$ cat config.mk
export PLATFORM = sky130hd
export DESIGN_NAME = isc_interrupt_status_collector
export DESIGN_NICKNAME = d
export VERILOG_FILES = /design/src/rtl/isc_pkg.sv /design/src/rtl/isc_interrupt_status_collector.sv
export SDC_FILE = /design/constraint.sdc
export NUM_CORES = 1
export LEC_CHECK = 0
export BUFFER_PORTS_ARGS = -buffer_cell sky130_fd_sc_hd__buf_2
export CAP_MARGIN = 5
export CORE_MARGIN = 4
export CORE_UTILIZATION = 30
export DETAILED_ROUTE_END_ITERATION = 16
export MAX_ROUTING_LAYER = met4
export PLACE_DENSITY = 0.63
export REMOVE_ABC_BUFFERS = 1
export SYNTH_ARGS = -nofsm -noshare
export SYNTH_HDL_FRONTEND = slang
export SYNTH_SLANG_ARGS = --single-unit
$ cat constraint.sdc
create_clock -name sys_clk -period 1.4 [get_ports sys_clk]
set_input_delay 0.07 -clock sys_clk [delete_from_list [all_inputs] [get_ports sys_clk]]
set_output_delay 0.07 -clock sys_clk [all_outputs]
set_load 0.02 [all_outputs]
$ cat src/rtl/isc_pkg.sv
// constants and field layout of the interrupt status collector
// What this block does
// - interrupt out when any enabled status bit set
// - status bits record events regardless of mask
// - status read returns bits then clears all except events arriving on the same edge
// - writes to status register are ignored
// - status at 0x10, resets to 0x03008000
// - bit 25 on transmit reset done
// - bit 24 on receive reset done
// - bit 23 when parity error flag sets
// - bit 22 on system error signalled
// - bit 21 on master abort received
// - bit 20 on target abort received
// - bit 16 on receive status fifo overrun
// - bit 15 is OR of bits 25..16
// - bit 14 on phy interrupt
// - bit 13 on network wakeup
// - bit 12 on software interrupt request
// - bit 11 on statistics threshold reached
// - bit 10 on transmit fifo underrun
// - bit 9 when transmit engine goes idle
// - bit 8 on failed transmit write-back
// - mask clears on reset; 1 enables bit
// - bit 6 on successful transmit write-back
// - bit 5 on receive fifo overrun
// - bit 0 on good receive write-back
package isc_pkg;
  localparam int unsigned DATA_W = 32;
  localparam logic [7:0] OFFS_STATUS = 8'h10;
  localparam logic [7:0] OFFS_MASK = 8'h14;
  localparam logic [31:0] STATUS_RESET = 32'h03008000;
  localparam logic [31:0] MASK_RESET = 32'h00000000;
  // bits that exist at all; everything else reads zero
  localparam logic [31:0] VALID_BITS = 32'h03f1ffff;
  localparam int unsigned BIT_TX_RESET_DONE = 25;
  localparam int unsigned BIT_RX_RESET_DONE = 24;
  localparam int unsigned BIT_PARITY = 23;
  localparam int unsigned BIT_SYS_ERR = 22;
  localparam int unsigned BIT_MASTER_ABORT = 21;
  localparam int unsigned BIT_TARGET_ABORT = 20;
  localparam int unsigned BIT_RX_STAT_OVR = 16;
  localparam int unsigned BIT_SUMMARY = 15;
  localparam int unsigned BIT_PHY = 14;
  localparam int unsigned BIT_WAKE = 13;
  localparam int unsigned BIT_SOFT_IRQ = 12;
  localparam int unsigned BIT_STATS = 11;
  localparam int unsigned BIT_TX_UNDERRUN = 10;
  localparam int unsigned BIT_TX_IDLE = 9;
  localparam int unsigned BIT_TX_FAIL = 8;
  localparam int unsigned BIT_TX_DESC = 7;
  localparam int unsigned BIT_TX_OK = 6;
  localparam int unsigned BIT_RX_OVR = 5;
  localparam int unsigned BIT_RX_IDLE = 4;
  localparam int unsigned BIT_RX_EARLY = 3;
  localparam int unsigned BIT_RX_FAIL = 2;
  localparam int unsigned BIT_RX_DESC = 1;
  localparam int unsigned BIT_RX_OK = 0;
  localparam int unsigned HIGH_LO = 16;
  localparam int unsigned HIGH_HI = 25;
  localparam logic [31:0] HIGH_BITS = 32'h03ff0000;
  // summary bit is derived, never stored
  localparam logic [31:0] STORE_BITS = 32'h03f17fff;
endpackage

$ cat src/rtl/isc_interrupt_status_collector.sv
// interrupt status collector with avalon-mm register slave
`timescale 1ns/10ps
`default_nettype none

module isc_interrupt_status_collector #(
  parameter int unsigned ADDR_W = 8
) (
  input wire logic sys_clk,
  input wire logic rst_n,
  input wire logic softReset,
  input wire logic [ADDR_W-1:0] avs_address,
  input wire logic avs_read,
  input wire logic avs_write,
  input wire logic [31:0] avs_writedata,
  input wire logic [3:0] avs_byteenable,
  output logic [31:0] avs_readdata,
  output logic avs_waitrequest,
  output logic irqOut,
  input wire logic transmitResetDone,
  input wire logic receiveResetDone,
  input wire logic parityErrorFlag,
  input wire logic systemErrorSignalled,
  input wire logic masterAbortReceived,
  input wire logic targetAbortReceived,
  input wire logic receiveStatusFifoOverrun,
  input wire logic phyInterrupt,
  input wire logic networkWakeup,
  input wire logic softwareInterruptRequest,
  input wire logic statisticsThreshold,
  input wire logic transmitFifoUnderrun,
  input wire logic transmitEngineIdle,
  input wire logic transmitFailed,
  input wire logic transmitDescriptorDone,
  input wire logic transmitSucceeded,
  input wire logic receiveFifoOverrun,
  input wire logic receiveEngineIdle,
  input wire logic receiveEarlyThreshold,
  input wire logic receiveFailed,
  input wire logic receiveDescriptorDone,
  input wire logic receiveSucceeded
);

  logic [31:0] status_q;
  logic [31:0] status_d;
  logic [31:0] mask_q;
  logic [31:0] mask_d;
  logic [31:0] readData_q;
  logic [31:0] readData_d;
  logic waitReq_q;
  logic irq_q;
  logic parityPrev_q;
  logic txIdlePrev_q;
  logic rxIdlePrev_q;
  logic [31:0] eventVec;
  logic [31:0] statusView;
  logic [31:0] byteMask;
  logic takeAccess;
  logic hitStatus;
  logic hitMask;
  logic clearRead;
  logic maskWrite;

  localparam logic [ADDR_W-1:0] OFFS_STATUS_W = ADDR_W'(isc_pkg::OFFS_STATUS);
  localparam logic [ADDR_W-1:0] OFFS_MASK_W = ADDR_W'(isc_pkg::OFFS_MASK);

  // the request is taken on its first cycle; waitrequest drops one cycle later
  assign takeAccess = (avs_read || avs_write) && waitReq_q;
  assign hitStatus = (avs_address == OFFS_STATUS_W);
  assign hitMask = (avs_address == OFFS_MASK_W);
  assign clearRead = takeAccess && avs_read && hitStatus;
  assign maskWrite = takeAccess && avs_write && hitMask;

  // gather events into their bit positions
  always_comb begin
    eventVec = 32'h0;
    eventVec[isc_pkg::BIT_TX_RESET_DONE] = transmitResetDone;
    eventVec[isc_pkg::BIT_RX_RESET_DONE] = receiveResetDone;
    eventVec[isc_pkg::BIT_PARITY] = parityErrorFlag && !parityPrev_q;
    eventVec[isc_pkg::BIT_SYS_ERR] = systemErrorSignalled;
    eventVec[isc_pkg::BIT_MASTER_ABORT] = masterAbortReceived;
    eventVec[isc_pkg::BIT_TARGET_ABORT] = targetAbortReceived;
    eventVec[isc_pkg::BIT_RX_STAT_OVR] = receiveStatusFifoOverrun;
    eventVec[isc_pkg::BIT_PHY] = phyInterrupt;
    eventVec[isc_pkg::BIT_WAKE] = networkWakeup;
    eventVec[isc_pkg::BIT_SOFT_IRQ] = softwareInterruptRequest;
    eventVec[isc_pkg::BIT_STATS] = statisticsThreshold;
    eventVec[isc_pkg::BIT_TX_UNDERRUN] = transmitFifoUnderrun;
    eventVec[isc_pkg::BIT_TX_IDLE] = transmitEngineIdle && !txIdlePrev_q;
    eventVec[isc_pkg::BIT_TX_FAIL] = transmitFailed;
    eventVec[isc_pkg::BIT_TX_DESC] = transmitDescriptorDone;
    eventVec[isc_pkg::BIT_TX_OK] = transmitSucceeded;
    eventVec[isc_pkg::BIT_RX_OVR] = receiveFifoOverrun;
    eventVec[isc_pkg::BIT_RX_IDLE] = receiveEngineIdle && !rxIdlePrev_q;
    eventVec[isc_pkg::BIT_RX_EARLY] = receiveEarlyThreshold;
    eventVec[isc_pkg::BIT_RX_FAIL] = receiveFailed;
    eventVec[isc_pkg::BIT_RX_DESC] = receiveDescriptorDone;
    eventVec[isc_pkg::BIT_RX_OK] = receiveSucceeded;
  end

  // edge detectors; idle engines at reset so no spurious idle event
  always_ff @(posedge sys_clk) begin
    if (!rst_n) begin
      parityPrev_q <= 1'b0;
      txIdlePrev_q <= 1'b1;
      rxIdlePrev_q <= 1'b1;
    end else begin
      parityPrev_q <= parityErrorFlag;
      txIdlePrev_q <= transmitEngineIdle;
      rxIdlePrev_q <= receiveEngineIdle;
    end
  end

  // visible status: stored bits plus the derived summary
  always_comb begin
    statusView = status_q & isc_pkg::VALID_BITS;
    statusView[isc_pkg::BIT_SUMMARY] = |status_q[isc_pkg::HIGH_HI:isc_pkg::HIGH_LO];
  end

  // set wins over the read clear so no event is lost
  always_comb begin
    status_d = status_q;
    if (clearRead) begin
      status_d = 32'h0;
    end
    status_d = (status_d | eventVec) & isc_pkg::STORE_BITS;
  end

  // writes never reach status_q; only rst_n or soft reset reloads it
  always_ff @(posedge sys_clk) begin
    if (!rst_n) begin
      status_q <= isc_pkg::STATUS_RESET & isc_pkg::STORE_BITS;
    end else if (softReset) begin
      status_q <= isc_pkg::STATUS_RESET & isc_pkg::STORE_BITS;
    end else begin
      status_q <= status_d;
    end
  end

  always_comb begin
    for (int i = 0; i < 4; i++) begin
      byteMask[i*8 +: 8] = {8{avs_byteenable[i]}};
    end
  end

  always_comb begin
    mask_d = mask_q;
    if (maskWrite) begin
      mask_d = ((mask_q & ~byteMask) | (avs_writedata & byteMask)) & isc_pkg::VALID_BITS;
    end
  end

  always_ff @(posedge sys_clk) begin
    if (!rst_n) begin
      mask_q <= isc_pkg::MASK_RESET;
    end else if (softReset) begin
      mask_q <= isc_pkg::MASK_RESET;
    end else begin
      mask_q <= mask_d;
    end
  end

  // read data captured on the take edge, together with the clear
  always_comb begin
    readData_d = readData_q;
    if (takeAccess && avs_read) begin
      if (hitStatus) begin
        readData_d = statusView;
      end else if (hitMask) begin
        readData_d = mask_q;
      end else begin
        readData_d = 32'h0;
      end
    end
  end

  always_ff @(posedge sys_clk) begin
    if (!rst_n) begin
      readData_q <= 32'h0;
    end else begin
      readData_q <= readData_d;
    end
  end

  // one wait cycle per access, fixed
  always_ff @(posedge sys_clk) begin
    if (!rst_n) begin
      waitReq_q <= 1'b1;
    end else begin
      waitReq_q <= !takeAccess;
    end
  end

  // registered to keep the output glitch free; one cycle of latency
  always_ff @(posedge sys_clk) begin
    if (!rst_n) begin
      irq_q <= 1'b0;
    end else begin
      irq_q <= |(statusView & mask_q);
    end
  end

  assign avs_readdata = readData_q;
  assign avs_waitrequest = waitReq_q;
  assign irqOut = irq_q;
endmodule

`default_nettype wire

# == Yosys cells after proc, flatten, opt, wreduce, memory -nomap -nowiden ==
# Index checks and enable logic that the tools add are counted.
# op_classes
eq_ne,2
mux,3
bitwise,7
n_reduce_logical,16
# ops
op,count
26-bit AND,3
26-bit 2-to-1 mux,3
26-bit bitwise OR,2
32-bit OR reduction,1
26-bit NOT,1
"8-bit by 5-bit == test with 1-bit output, second input constant",2
10-bit OR reduction,1
1-bit logical AND,8
1-bit logical NOT,4
2-bit OR reduction,1
1-bit logical OR,1
1-bit NOT,1
# word_totals
ff_bits,82
in_bits,71
output_inout_bits,34
elab_cells,36

# == Logic depth before layout (Yosys ltp) ==
# Gate-level depths: netlist of the first run.
# depth
depth_word,6
ltp_mapped,6
mapped_depth_nobuf,3

# == Worst setup path after synthesis of the first run ==
# Ideal clock, no wire load.
# synth_path
kind,register to register
startpoint,reg waitReq_q (netlist: avs_waitrequest)
endpoint,reg status_q[23]
setup_time_ns,0.117
arrival_ns,1.372
slack_ns,-0.089
path_stages_with_launch,7
path_buffers,3
path_cell_list,dfxtp_1 -> buf_2 -> and2_1 -> buf_2 -> a41oi_1 -> buf_2 -> a32o_1
# synth_via
elab_chain_len,5
# synth_rtl
element,line_no,text
start: declaration,isc_interrupt_status_collector.sv:49,logic waitReq_q;
start signal: assignment,isc_interrupt_status_collector.sv:189,waitReq_q <= !takeAccess;
1-bit logical AND,isc_interrupt_status_collector.sv:67,assign takeAccess = (avs_read || avs_write) && waitReq_q;
1-bit logical AND (2 in series),isc_interrupt_status_collector.sv:70,assign clearRead = takeAccess && avs_read && hitStatus;
26-bit 2-to-1 mux,isc_interrupt_status_collector.sv:122,if (clearRead) begin
26-bit bitwise OR,isc_interrupt_status_collector.sv:125,status_d = (status_d | eventVec) & isc_pkg::STORE_BITS;
end signal: assignment,isc_interrupt_status_collector.sv:131,status_q <= isc_pkg::STATUS_RESET & isc_pkg::STORE_BITS;
end signal: assignment,isc_interrupt_status_collector.sv:133,status_q <= isc_pkg::STATUS_RESET & isc_pkg::STORE_BITS;
end signal: assignment,isc_interrupt_status_collector.sv:135,status_q <= status_d;
end: declaration,isc_interrupt_status_collector.sv:43,logic [31:0] status_q;
# Every way passes these cells.
# A chain may end at the register's enable or synchronous reset.

# == Worst setup path in the final report of the first run ==
# layout_path
startpoint,reg status_q[24]
endpoint,reg irq_q (netlist: irqOut)
# layout_via
elab_chain_len,3
# layout_rtl
element,line_no,text
10-bit OR reduction,isc_interrupt_status_collector.sv:116,statusView[isc_pkg::BIT_SUMMARY] = |status_q[isc_pkg::HIGH_HI:isc_pkg::HIGH_LO];
26-bit AND *,isc_interrupt_status_collector.sv:198,irq_q <= |(statusView & mask_q);
32-bit OR reduction *,isc_interrupt_status_collector.sv:198,
end signal: assignment,isc_interrupt_status_collector.sv:198,
end: declaration,isc_interrupt_status_collector.sv:50,logic irq_q;
# Every way passes the cells marked *; elsewhere a longest branch is shown, timed or not.

==> results of run 1 <==
## report_power, final
part | leakage [nW] | switching, W | total (W) | internal [W]
Combinational | 1.17 | 0.000291 | 0.000574 | 0.000283
Sequential | 0.593 | 0.0000308 | 0.00214 | 0.00211
Clock | 0.112 | 0.000773 | 0.00178 | 0.00101
Total | 1.88 | 0.00109 | 0.00450 | 0.00340
## layout by cell type, fill, tap and decap left out, drive strengths merged
cell / synthesis / layout
buf: 22 / 113
dfxtp: 73 / 73
dlygate4sd3: 0 / 46
nand4: 38 / 38
nand2: 36 / 36
a21boi: 23 / 23
mux2: 22 / 22
o31ai: 21 / 21
a22o: 17 / 17
a21oi: 13 / 13
clkbuf: 20 / 13
a22oi: 11 / 11
conb: 1 / 9
o311ai: 8 / 8
nand3: 5 / 5
and3: 4 / 4
inv: 4 / 4
nand2b: 3 / 3
a32o: 3 / 3
and2: 2 / 2
a211o: 2 / 2
mux2i: 2 / 2
nor4: 2 / 2
nor2b: 2 / 2
nor3: 2 / 2
and4bb: 1 / 1
or4: 1 / 1
nand4bb: 1 / 1
nor3b: 1 / 1
a41oi: 1 / 1
a31oi: 1 / 1
a31o: 1 / 1
o211ai: 1 / 1
o41a: 1 / 1
bufinv: 0 / 1
clkinv: 0 / 1
## metrics by stage
| stage | power (W) | util [%] | area [um2] | hold WS (ns) | setup slack [ns] |
|---|---|---|---|---|---|
| 2_1_floorplan | 0.00238 | - | 3110 | 0.143 | -1.85 |
| 3_3_place_gp | 0.00265 | 37.8 | 3970 | 0.272 | -0.0456 |
| 3_5_place_dp | 0.00266 | 37.8 | 3970 | 0.275 | -0.0812 |
| 4_1_cts | 0.00453 | 44.3 | 4660 | 0.00470 | 0.00332 |
| 5_1_grt | 0.00466 | 44.4 | 4660 | 0.0122 | 0.00306 |
| 6_report | 0.00450 | 44.4 | 4660 | 0.0200 | 0.0501 |
## kinds of logic after synthesis
logic type             Yosys count  synth area share (%)
AOI/OAI and AO/OA              103                  23.9
other                            1                 0.114
muxes                           24                  8.13
and+or+nand+nor                 98                  16.6
buffers and inverters           46                  6.87
DFF                             73                  44.4
## final timing paths
| path | from | end |
|---|---|---|
| max | status_q[24]$_SDFF_PP1_ | irqOut$_SDFF_PN0_ |
| max reg2reg | status_q[24]$_SDFF_PP1_ | irqOut$_SDFF_PN0_ |
| min reg2reg | avs_readdata[1]$_SDFFE_PN0P_ | avs_readdata[1]$_SDFFE_PN0P_ |
| min | avs_writedata[1] | flop |
## layer usage
metal  GRT usage [%]  wire (um)
met5               -          0
met4            5.61        192
met2            25.9       4590
met1            23.4       5020
met3            3.26        693
## area by class of cell
class	count	share of cell area (%)
multi-input cells	234	35.8
flip-flops and latches	73	31.3
repair buffers	159	24.3
clock buffers	13	3.84
well taps	136	3.65
clock inverters	2	0.751
inverters	4	0.322
## tightest hold or removal path, delay by kind of cell
kind,cells,cell delay (ns)
buf+inv,1,0.11
compound gates,1,0.07
simple gates,1,0.07
## repair_timing
action,CTS,global route
gates resized for setup,2,1
endpoints found under the setup margin,1,5
hold endpoints to repair,48,0
hold buffers,46,0
pin swaps,1,2
==> impl_metrics.json, run 1 <==
{
  "io_pins": 105,
  "synthToLayoutAreaGrowth_pct": 41.5,
  "clk-insertion-delay-late_ns": 0.35,
  "hold_viol": 0,
  "outcome": "finished, final reports clean",
  "avgRoutedWirePerCell_um": 16.9,
  "cts-root-buf": "clkbuf_8",
  "seq_area_mm2": 0.00146,
  "worstPathArrival_ns": 1.58,
  "critPathKind": "reg -> reg",
  "layout-drive-gt1-share_pct": 31.8,
  "vias_per_cell": 5.25,
  "critPathBufInv": 0,
  "multiInputGateArea_mm2": 0.00167,
  "cts_tree": "done",
  "n_antenna_cell": 0,
  "cp_slowest_stage_delay_ns": 0.48,
  "min_period_ns": 1.35,
  "cpLargestDelayFamily": "compound AO/OA/AOI/OAI gates",
  "synth_area_mm2": 0.00329,
  "dieArea_mm2": 0.0127,
  "ir_worst_vdd_v": 0.000512,
  "final_cells": 621,
  "numCtsBuffers": 9,
  "cp.required_ns": 1.63,
  "path_clk_slew_ns": 0.08,
  "endpoint_kind": "flop",
  "cts_setup_buffers": 0,
  "drt_iter0_markers": 197,
  "worstPathCellList": "a22oi_2, nand4_1, o41a_1",
  "fp.dieW_um": 113,
  "cap_violations": 0,
  "grt_pass1_vias": 3217,
  "yosys.cell_types.count": 40,
  "synth-main-ff-cell": "dfxtp_1",
  "ff2ff_path_depth": 3,
  "rsz0062_at_grt": "no",
  "rrSetupSlack_ns": 0.05,
  "fin_tns_setup_ns": 0,
  "yosysTopAreaCell": "dfxtp_1",
  "max_freq_mhz": 741,
  "synth.area.top_cells": "dfxtp_1, nand4_1, mux2_2",
  "hold_depth": 3,
  "postRouteAntennaNets": 0,
  "hp-class": "in -> reg",
  "ys_seq_area_share_pct": 44.4,
  "dieHeight_um": 113,
  "grt_pass1_wl_mm": 17.1,
  "ys_seq_elements": 73,
  "route.detailed.drc": 0,
  "gp_congestion": 0.849,
  "wl_mm": 10.5,
  "worstSetupStartpointType": "flop",
  "start_util_pct": 31.3,
  "dp_hpwl_mm": 7.42,
  "clockBufferDepth": 2,
  "synth.most_common_cell": "dfxtp_1",
  "timing.final.max_slew_violations": 0,
  "nets": 552,
  "fp.coreArea_mm2": 0.0105,
  "synth_top_area_share_pct": 44.4,
  "slowest_stage": "o41a_1",
  "nFillCells": 1040,
  "p_leak_nw": 1.88,
  "async_flop_share_pct": 0,
  "grt_max_degree": 41,
  "worstPathMaxFanout": 4,
  "syn-instance-count": 345,
  "cts.sinks": 73,
  "finalClockSkew_ns": 0.0101,
  "rows": 37,
  "antenna_found_initial": 0,
  "overflow": 0,
  "first_pass_iters": 4,
  "setup_viol": 0,
  "numPortBuffers": 86,
  "p_per_area_mw_per_mm2": 965,
  "cp.depth": 3,
  "ys_warn_count": 0,
  "synth_common_cells": "dfxtp_1, nand4_1, nand2_1, a21boi_1, o31ai_1",
  "cts_max_level": 3,
  "via_count": 3263,
  "dp.cells": 560,
  "avgSynthCellArea_um2": 9.55,
  "synth_edf_count": 0,
  "finalCritPeriodShare_pct": 96.4,
  "track_usage_pct": 17.2
}
(Power assumes the default switching activity.)
==> run 2, diff against run 1 <==
Settings changed: ABC_AREA from default to 1, PLACE_DENSITY 0.63 to 0.62.
==> impl_metrics.json, run 2 <==
{
  "antenna_found_initial": 0,
  "avgSynthCellArea_um2": 6.49,
  "grt_max_degree": 29,
  "syn-instance-count": 562,
  "cts.sinks": 73,
  "track_usage_pct": 15.3,
  "avgRoutedWirePerCell_um": 12.2,
  "postRouteAntennaNets": 0,
  "gp_congestion": 0.800,
  "layout_commonest_cell": "nor2_1",
  "ys_warn_count": 0,
  "layout-drive-gt1-share_pct": 20.4,
  "yosysTopAreaCell": "dfxtp_1",
  "wl_mm": 10.1,
  "path_clk_slew_ns": 0.06,
  "rows": 40,
  "worstPathMaxFanout": 8,
  "p_per_area_mw_per_mm2": 1020,
  "cts_resized": 0,
  "synth_edf_count": 0,
  "hp-class": "in -> reg",
  "ys_seq_area_share_pct": 40.1,
  "grt_pass1_wl_mm": 16.8,
  "cts_tree": "done",
  "layout_common_cells": "nor2_1, nand2_1, buf_2",
  "first_pass_iters": 4,
  "cap_violations": 0,
  "critPathKind": "reg -> reg",
  "finalCritPeriodShare_pct": 91.2,
  "dieArea_mm2": 0.0140,
  "start_util_pct": 30.5,
  "overflow": 0,
  "cts-root-buf": "clkbuf_16",
  "synth.area.top_cells": "dfxtp_1, nor2_1, nand2_1",
  "fp.dieW_um": 118,
  "timing.final.max_slew_violations": 0,
  "holdWs_ns": 0.0159,
  "synth_common_cells": "nor2_1, nand2_1, inv_1, dfxtp_1, nand3_1",
  "drt_iter0_markers": 200,
  "synthToLayoutAreaGrowth_pct": 31.4,
  "cp.required_ns": 1.66,
  "dieHeight_um": 118,
  "setup_viol": 0,
  "endpoint_kind": "flop",
  "rsz0062_at_grt": "no",
  "synth.most_common_cell": "nor2_1",
  "max_freq_mhz": 783,
  "dp_hpwl_mm": 7.24,
  "via_count": 3558,
  "clk-insertion-delay-late_ns": 0.32,
  "min_period_ns": 1.28,
  "synth-main-ff-cell": "dfxtp_1",
  "worstPathArrival_ns": 1.54,
  "n_antenna_cell": 0,
  "io_pins": 105,
  "nets": 748,
  "final_core_util_pct": 40.1,
  "nFillCells": 1290,
  "outcome": "finished, final reports clean",
  "numCtsBuffers": 9,
  "hold_viol": 0,
  "p_leak_nw": 2.34,
  "async_flop_share_pct": 0,
  "clockBufferDepth": 2,
  "ir_worst_vdd_v": 0.000448,
  "yosys.cell_types.count": 23,
  "synth_area_mm2": 0.00365,
  "vias_per_cell": 4.29,
  "ys_seq_elements": 73,
  "cts_max_level": 3,
  "numPortBuffers": 86,
  "worstSetupStartpointType": "flop",
  "route.detailed.drc": 0,
  "fp.coreArea_mm2": 0.0120,
  "finalClockSkew_ns": 0.00364,
  "synth_top_area_share_pct": 40.1,
  "grt_pass1_vias": 3563
}
[run 2: changes by cell type after synthesis, moves of 15 or more]
cell and change:
o31ai_1 -21, a21boi_1 -22, nand4_1 -15, nand3_1 +23, a22o_1 -17, inv_1 +75, nand2_1 +82, mux2_2 -17
nor2_1 +160
[run 2: what timing repair did]
item                                    CTS  global route
hold endpoints to repair                 23             0
setup buffers                             0             0
endpoints found under the setup margin    0             0
hold buffers                             26             0
[run 2: metrics by stage]
| stage | std cells | instance area (um2) | setup TNS (ns) | worst slack (ns) | total power, W |
|---|---|---|---|---|---|
| 2_1_floorplan | 538 | 3480 | -19.46 | -0.432 | 0.00242 |
| 3_3_place_gp | 787 | 4240 | 0 | 0.189 | 0.00265 |
| 3_5_place_dp | 787 | 4240 | 0 | 0.150 | 0.00265 |
| 4_1_cts | 829 | 4800 | 0 | 0.121 | 0.00494 |
| 5_1_grt | 829 | 4800 | 0 | 0.000410 | 0.00511 |
| 6_report | 829 | 4800 | 0 | 0.123 | 0.00490 |
[run 2: worst paths after layout]
| path | from | end | slack, ns | cells after the start |
|---|---|---|---|---|
| worst min register to register | status_q[24]$_SDFF_PP1_ | status_q[24]$_SDFF_PP1_ | 0.47 | 2 |
| worst max-delay path | avs_waitrequest$_SDFF_PN1_ | flop | 0.12 | 6 |
| worst max register to register | avs_waitrequest$_SDFF_PN1_ | flop | 0.12 | 6 |
| worst min-delay path | rst_n | parityPrev_q$_SDFF_PN0_ | 0.02 | 3 |
[run 2: logic make-up (layout without fill, tap and decap cells)]
logic type      after synthesis  after routing  share of synthesized area (%)
simple gates                347            347                           42.3
buf+inv                     116            228                           14.0
flops                        73             73                           40.1
compound gates               25             25                           3.50
other cells                   1              9                          0.103
[run 2: layout make-up]
type / instances / area (um2) / area share (%)
clock inverter: 2 / 10.0 / 0.209
timing repair buffer: 128 / 836 / 17.4
sequential: 73 / 1460 / 30.5
inverter: 84 / 315 / 6.57
clock buffer: 14 / 284 / 5.92
tap: 147 / 184 / 3.84
multi-input combinational: 381 / 1710 / 35.6
[run 2: power by group]
group	leakage [nW]	internal (W)	switching, W
Combinational	1.59	0.000210	0.000297
Sequential	0.593	0.00212	0.0000308
Clock	0.149	0.00139	0.000849
[run 2: layer usage]
layer	part of all wire, %	up-vias	GRT usage, %
li1	-	1914	-
met1	48	1543	18.9
met2	46	82	24.7
met3	3.7	19	2.63
met4	2.4	0	6.52
met5	0	-	-
[run 2: worst max-delay path: stages (launching register included)]
cell	delay, ns
dfxtp_1	0.39
nand2_1	0.11
inv_1	0.16
nand3_4	0.19
nor2_8	0.20
nor2_1	0.06
nor2_1	0.10
==> run 3, diff against run 2 <==
Settings changed: CAP_MARGIN 5 to 20, CORE_UTILIZATION 30 to 26, PLACE_DENSITY 0.62 to 0.57.
==> impl_metrics.json, run 3 (same netlist as run 2, synthesis figures left out) <==
{
  "r2r_start": "avs_waitrequest$_SDFF_PN1_",
  "place_ws_ns": 0.184,
  "timing.final.max_slew_violations": 0,
  "hp-start": "rst_n",
  "vias_per_cell": 4.03,
  "first_pass_iters": 4,
  "nets": 746,
  "outcome": "finished, final reports clean",
  "track_usage_pct": 13.6,
  "p_clk_share_pct": 47.6,
  "setup_viol": 0,
  "ff2ff_path_depth": 6,
  "rsz0062_at_grt": "no",
  "grt_max_degree": 41,
  "gp_congestion": 0.777,
  "fin_tns_setup_ns": 0,
  "dieHeight_um": 126,
  "critPathKind": "reg -> reg",
  "dp_hpwl_mm": 7.60,
  "comb_power_share_pct": 10.0,
  "nFillCells": 1539,
  "cp.required_ns": 1.66,
  "p_seq_share_pct": 42.5,
  "hp-class": "in -> reg",
  "fin_ws_ns": 0.188,
  "netSwitchingFraction_pct": 23.2,
  "cts-root-buf": "clkbuf_16",
  "layout_common_cells": "nor2_1, nand2_1, buf_2",
  "io_pins": 105,
  "p_int_w": 0.00389,
  "clockBufferDepth": 2,
  "finalCritPeriodShare_pct": 86.6,
  "worstPathCellList": "nand2_1, inv_1, nand3_4, nor2_8, nor2_1, nor2_1",
  "cp_slowest_stage_delay_ns": 0.38,
  "hold_viol": 0,
  "final_core_util_pct": 35.0,
  "drt_iter0_markers": 236,
  "fp.dieW_um": 126,
  "slowest_stage": "dfxtp_1",
  "wl_mm": 10.4,
  "rows": 43,
  "avgRoutedWirePerCell_um": 12.1,
  "postRouteAntennaNets": 0,
  "via_count": 3459,
  "clk-insertion-delay-late_ns": 0.33,
  "synthToLayoutAreaGrowth_pct": 32.8,
  "worstPathMaxFanout": 8,
  "antenna_found_initial": 0,
  "numPortBuffers": 86,
  "p_leak_nw": 2.34,
  "worstSetupStartpointType": "flop",
  "ir_worst_vdd_v": 0.000469,
  "p_switching_w": 0.00117,
  "min_period_ns": 1.21,
  "hold_depth": 3,
  "finalClockSkew_ns": 0.00464,
  "grt_pass1_wl_mm": 16.7,
  "fp.coreArea_mm2": 0.0138,
  "endpoint_kind": "flop",
  "whs_endpoint": "parityPrev_q$_SDFF_PN0_",
  "overflow": 0,
  "rrSetupSlack_ns": 0.19,
  "cp_common_cell": "nor2_1",
  "max_freq_mhz": 825,
  "path_clk_slew_ns": 0.06,
  "layout-drive-gt1-share_pct": 20.2,
  "p_total_w": 0.00506,
  "start_util_pct": 26.4,
  "n_antenna_cell": 0,
  "route.detailed.drc": 0,
  "grt_pass1_vias": 3317,
  "layout_commonest_cell": "nor2_1",
  "worstPathArrival_ns": 1.47,
  "cts_tree": "done",
  "cts_max_level": 3,
  "numCtsBuffers": 9,
  "dieArea_mm2": 0.0160,
  "cts_setup_buffers": 0,
  "cap_violations": 0,
  "cts.sinks": 73,
  "p_per_area_mw_per_mm2": 1050
}
[run 3: changes by cell type in the layout (fill, tap and decap cells not counted), sizes merged]
| cell | before | now |
|---|---|---|
| clkinv | 2 | 1 |
| buf | 102 | 100 |
| bufinv | 0 | 1 |
| clkbuf | 14 | 13 |
[run 3: worst max-delay path by stage]
stage / start / to / slack (ns)
CTS: avs_waitrequest$_SDFF_PN1_ / flop / 0.16
global placement: avs_waitrequest$_SDFF_PN1_ / status_q[24]$_SDFF_PP1_ / 0.23
finish: avs_waitrequest$_SDFF_PN1_ / flop / 0.19
detailed placement: avs_waitrequest$_SDFF_PN1_ / flop / 0.18
floorplan: avs_waitrequest$_SDFF_PN1_ / status_q[24]$_SDFF_PP1_ / -0.43
global route: avs_waitrequest$_SDFF_PN1_ / flop / 0.04
[run 3: worst max-delay path, delay by kind of cell (launching register included)]
kind          cells  cell delay, ns
buf+inv           1            0.15
flops             1            0.38
simple gates      5            0.63
[run 3: cell type report]
cell class / count / area [um2] / share of cell area, %
timing repair buffer: 126 / 821 / 16.9
sequential: 73 / 1460 / 30.2
inverter: 84 / 315 / 6.51
tap: 180 / 225 / 4.65
clock buffer: 13 / 280 / 5.79
multi-input combinational: 381 / 1710 / 35.2
clock inverter: 2 / 35.0 / 0.723
[run 3: power groups by stage]
stage,combinational [W],clock [W],sequential (W)
after floorplan,0.000218,0,0.00220
after global placement,0.000448,0,0.00220
after detailed placement,0.000450,0,0.00220
after CTS,0.000510,0.00248,0.00215
after global routing,0.000564,0.00255,0.00216
final,0.000504,0.00241,0.00215
[run 3: per-layer routing]
layer  track usage (%)  wire, um
met2              21.8      4830
met5                 -         0
met3              3.07       445
met4              3.85       123
met1              17.2      4980
[run 3: stage by stage]
stage                     instances  hold WS [ns]  cell area, um2
after floorplan                 538         0.139            3480
after global placement          818         0.248            4270
after detailed placement        818         0.253            4270
after CTS                       859        0.0122            4840
after global routing            859        0.0333            4840
final                           859        0.0250            4840
[run 3: timing repair]
action                    4_1_cts  5_1_grt
hold endpoints to repair       23        0
hold buffers                   26        0
gates resized for setup         0        0
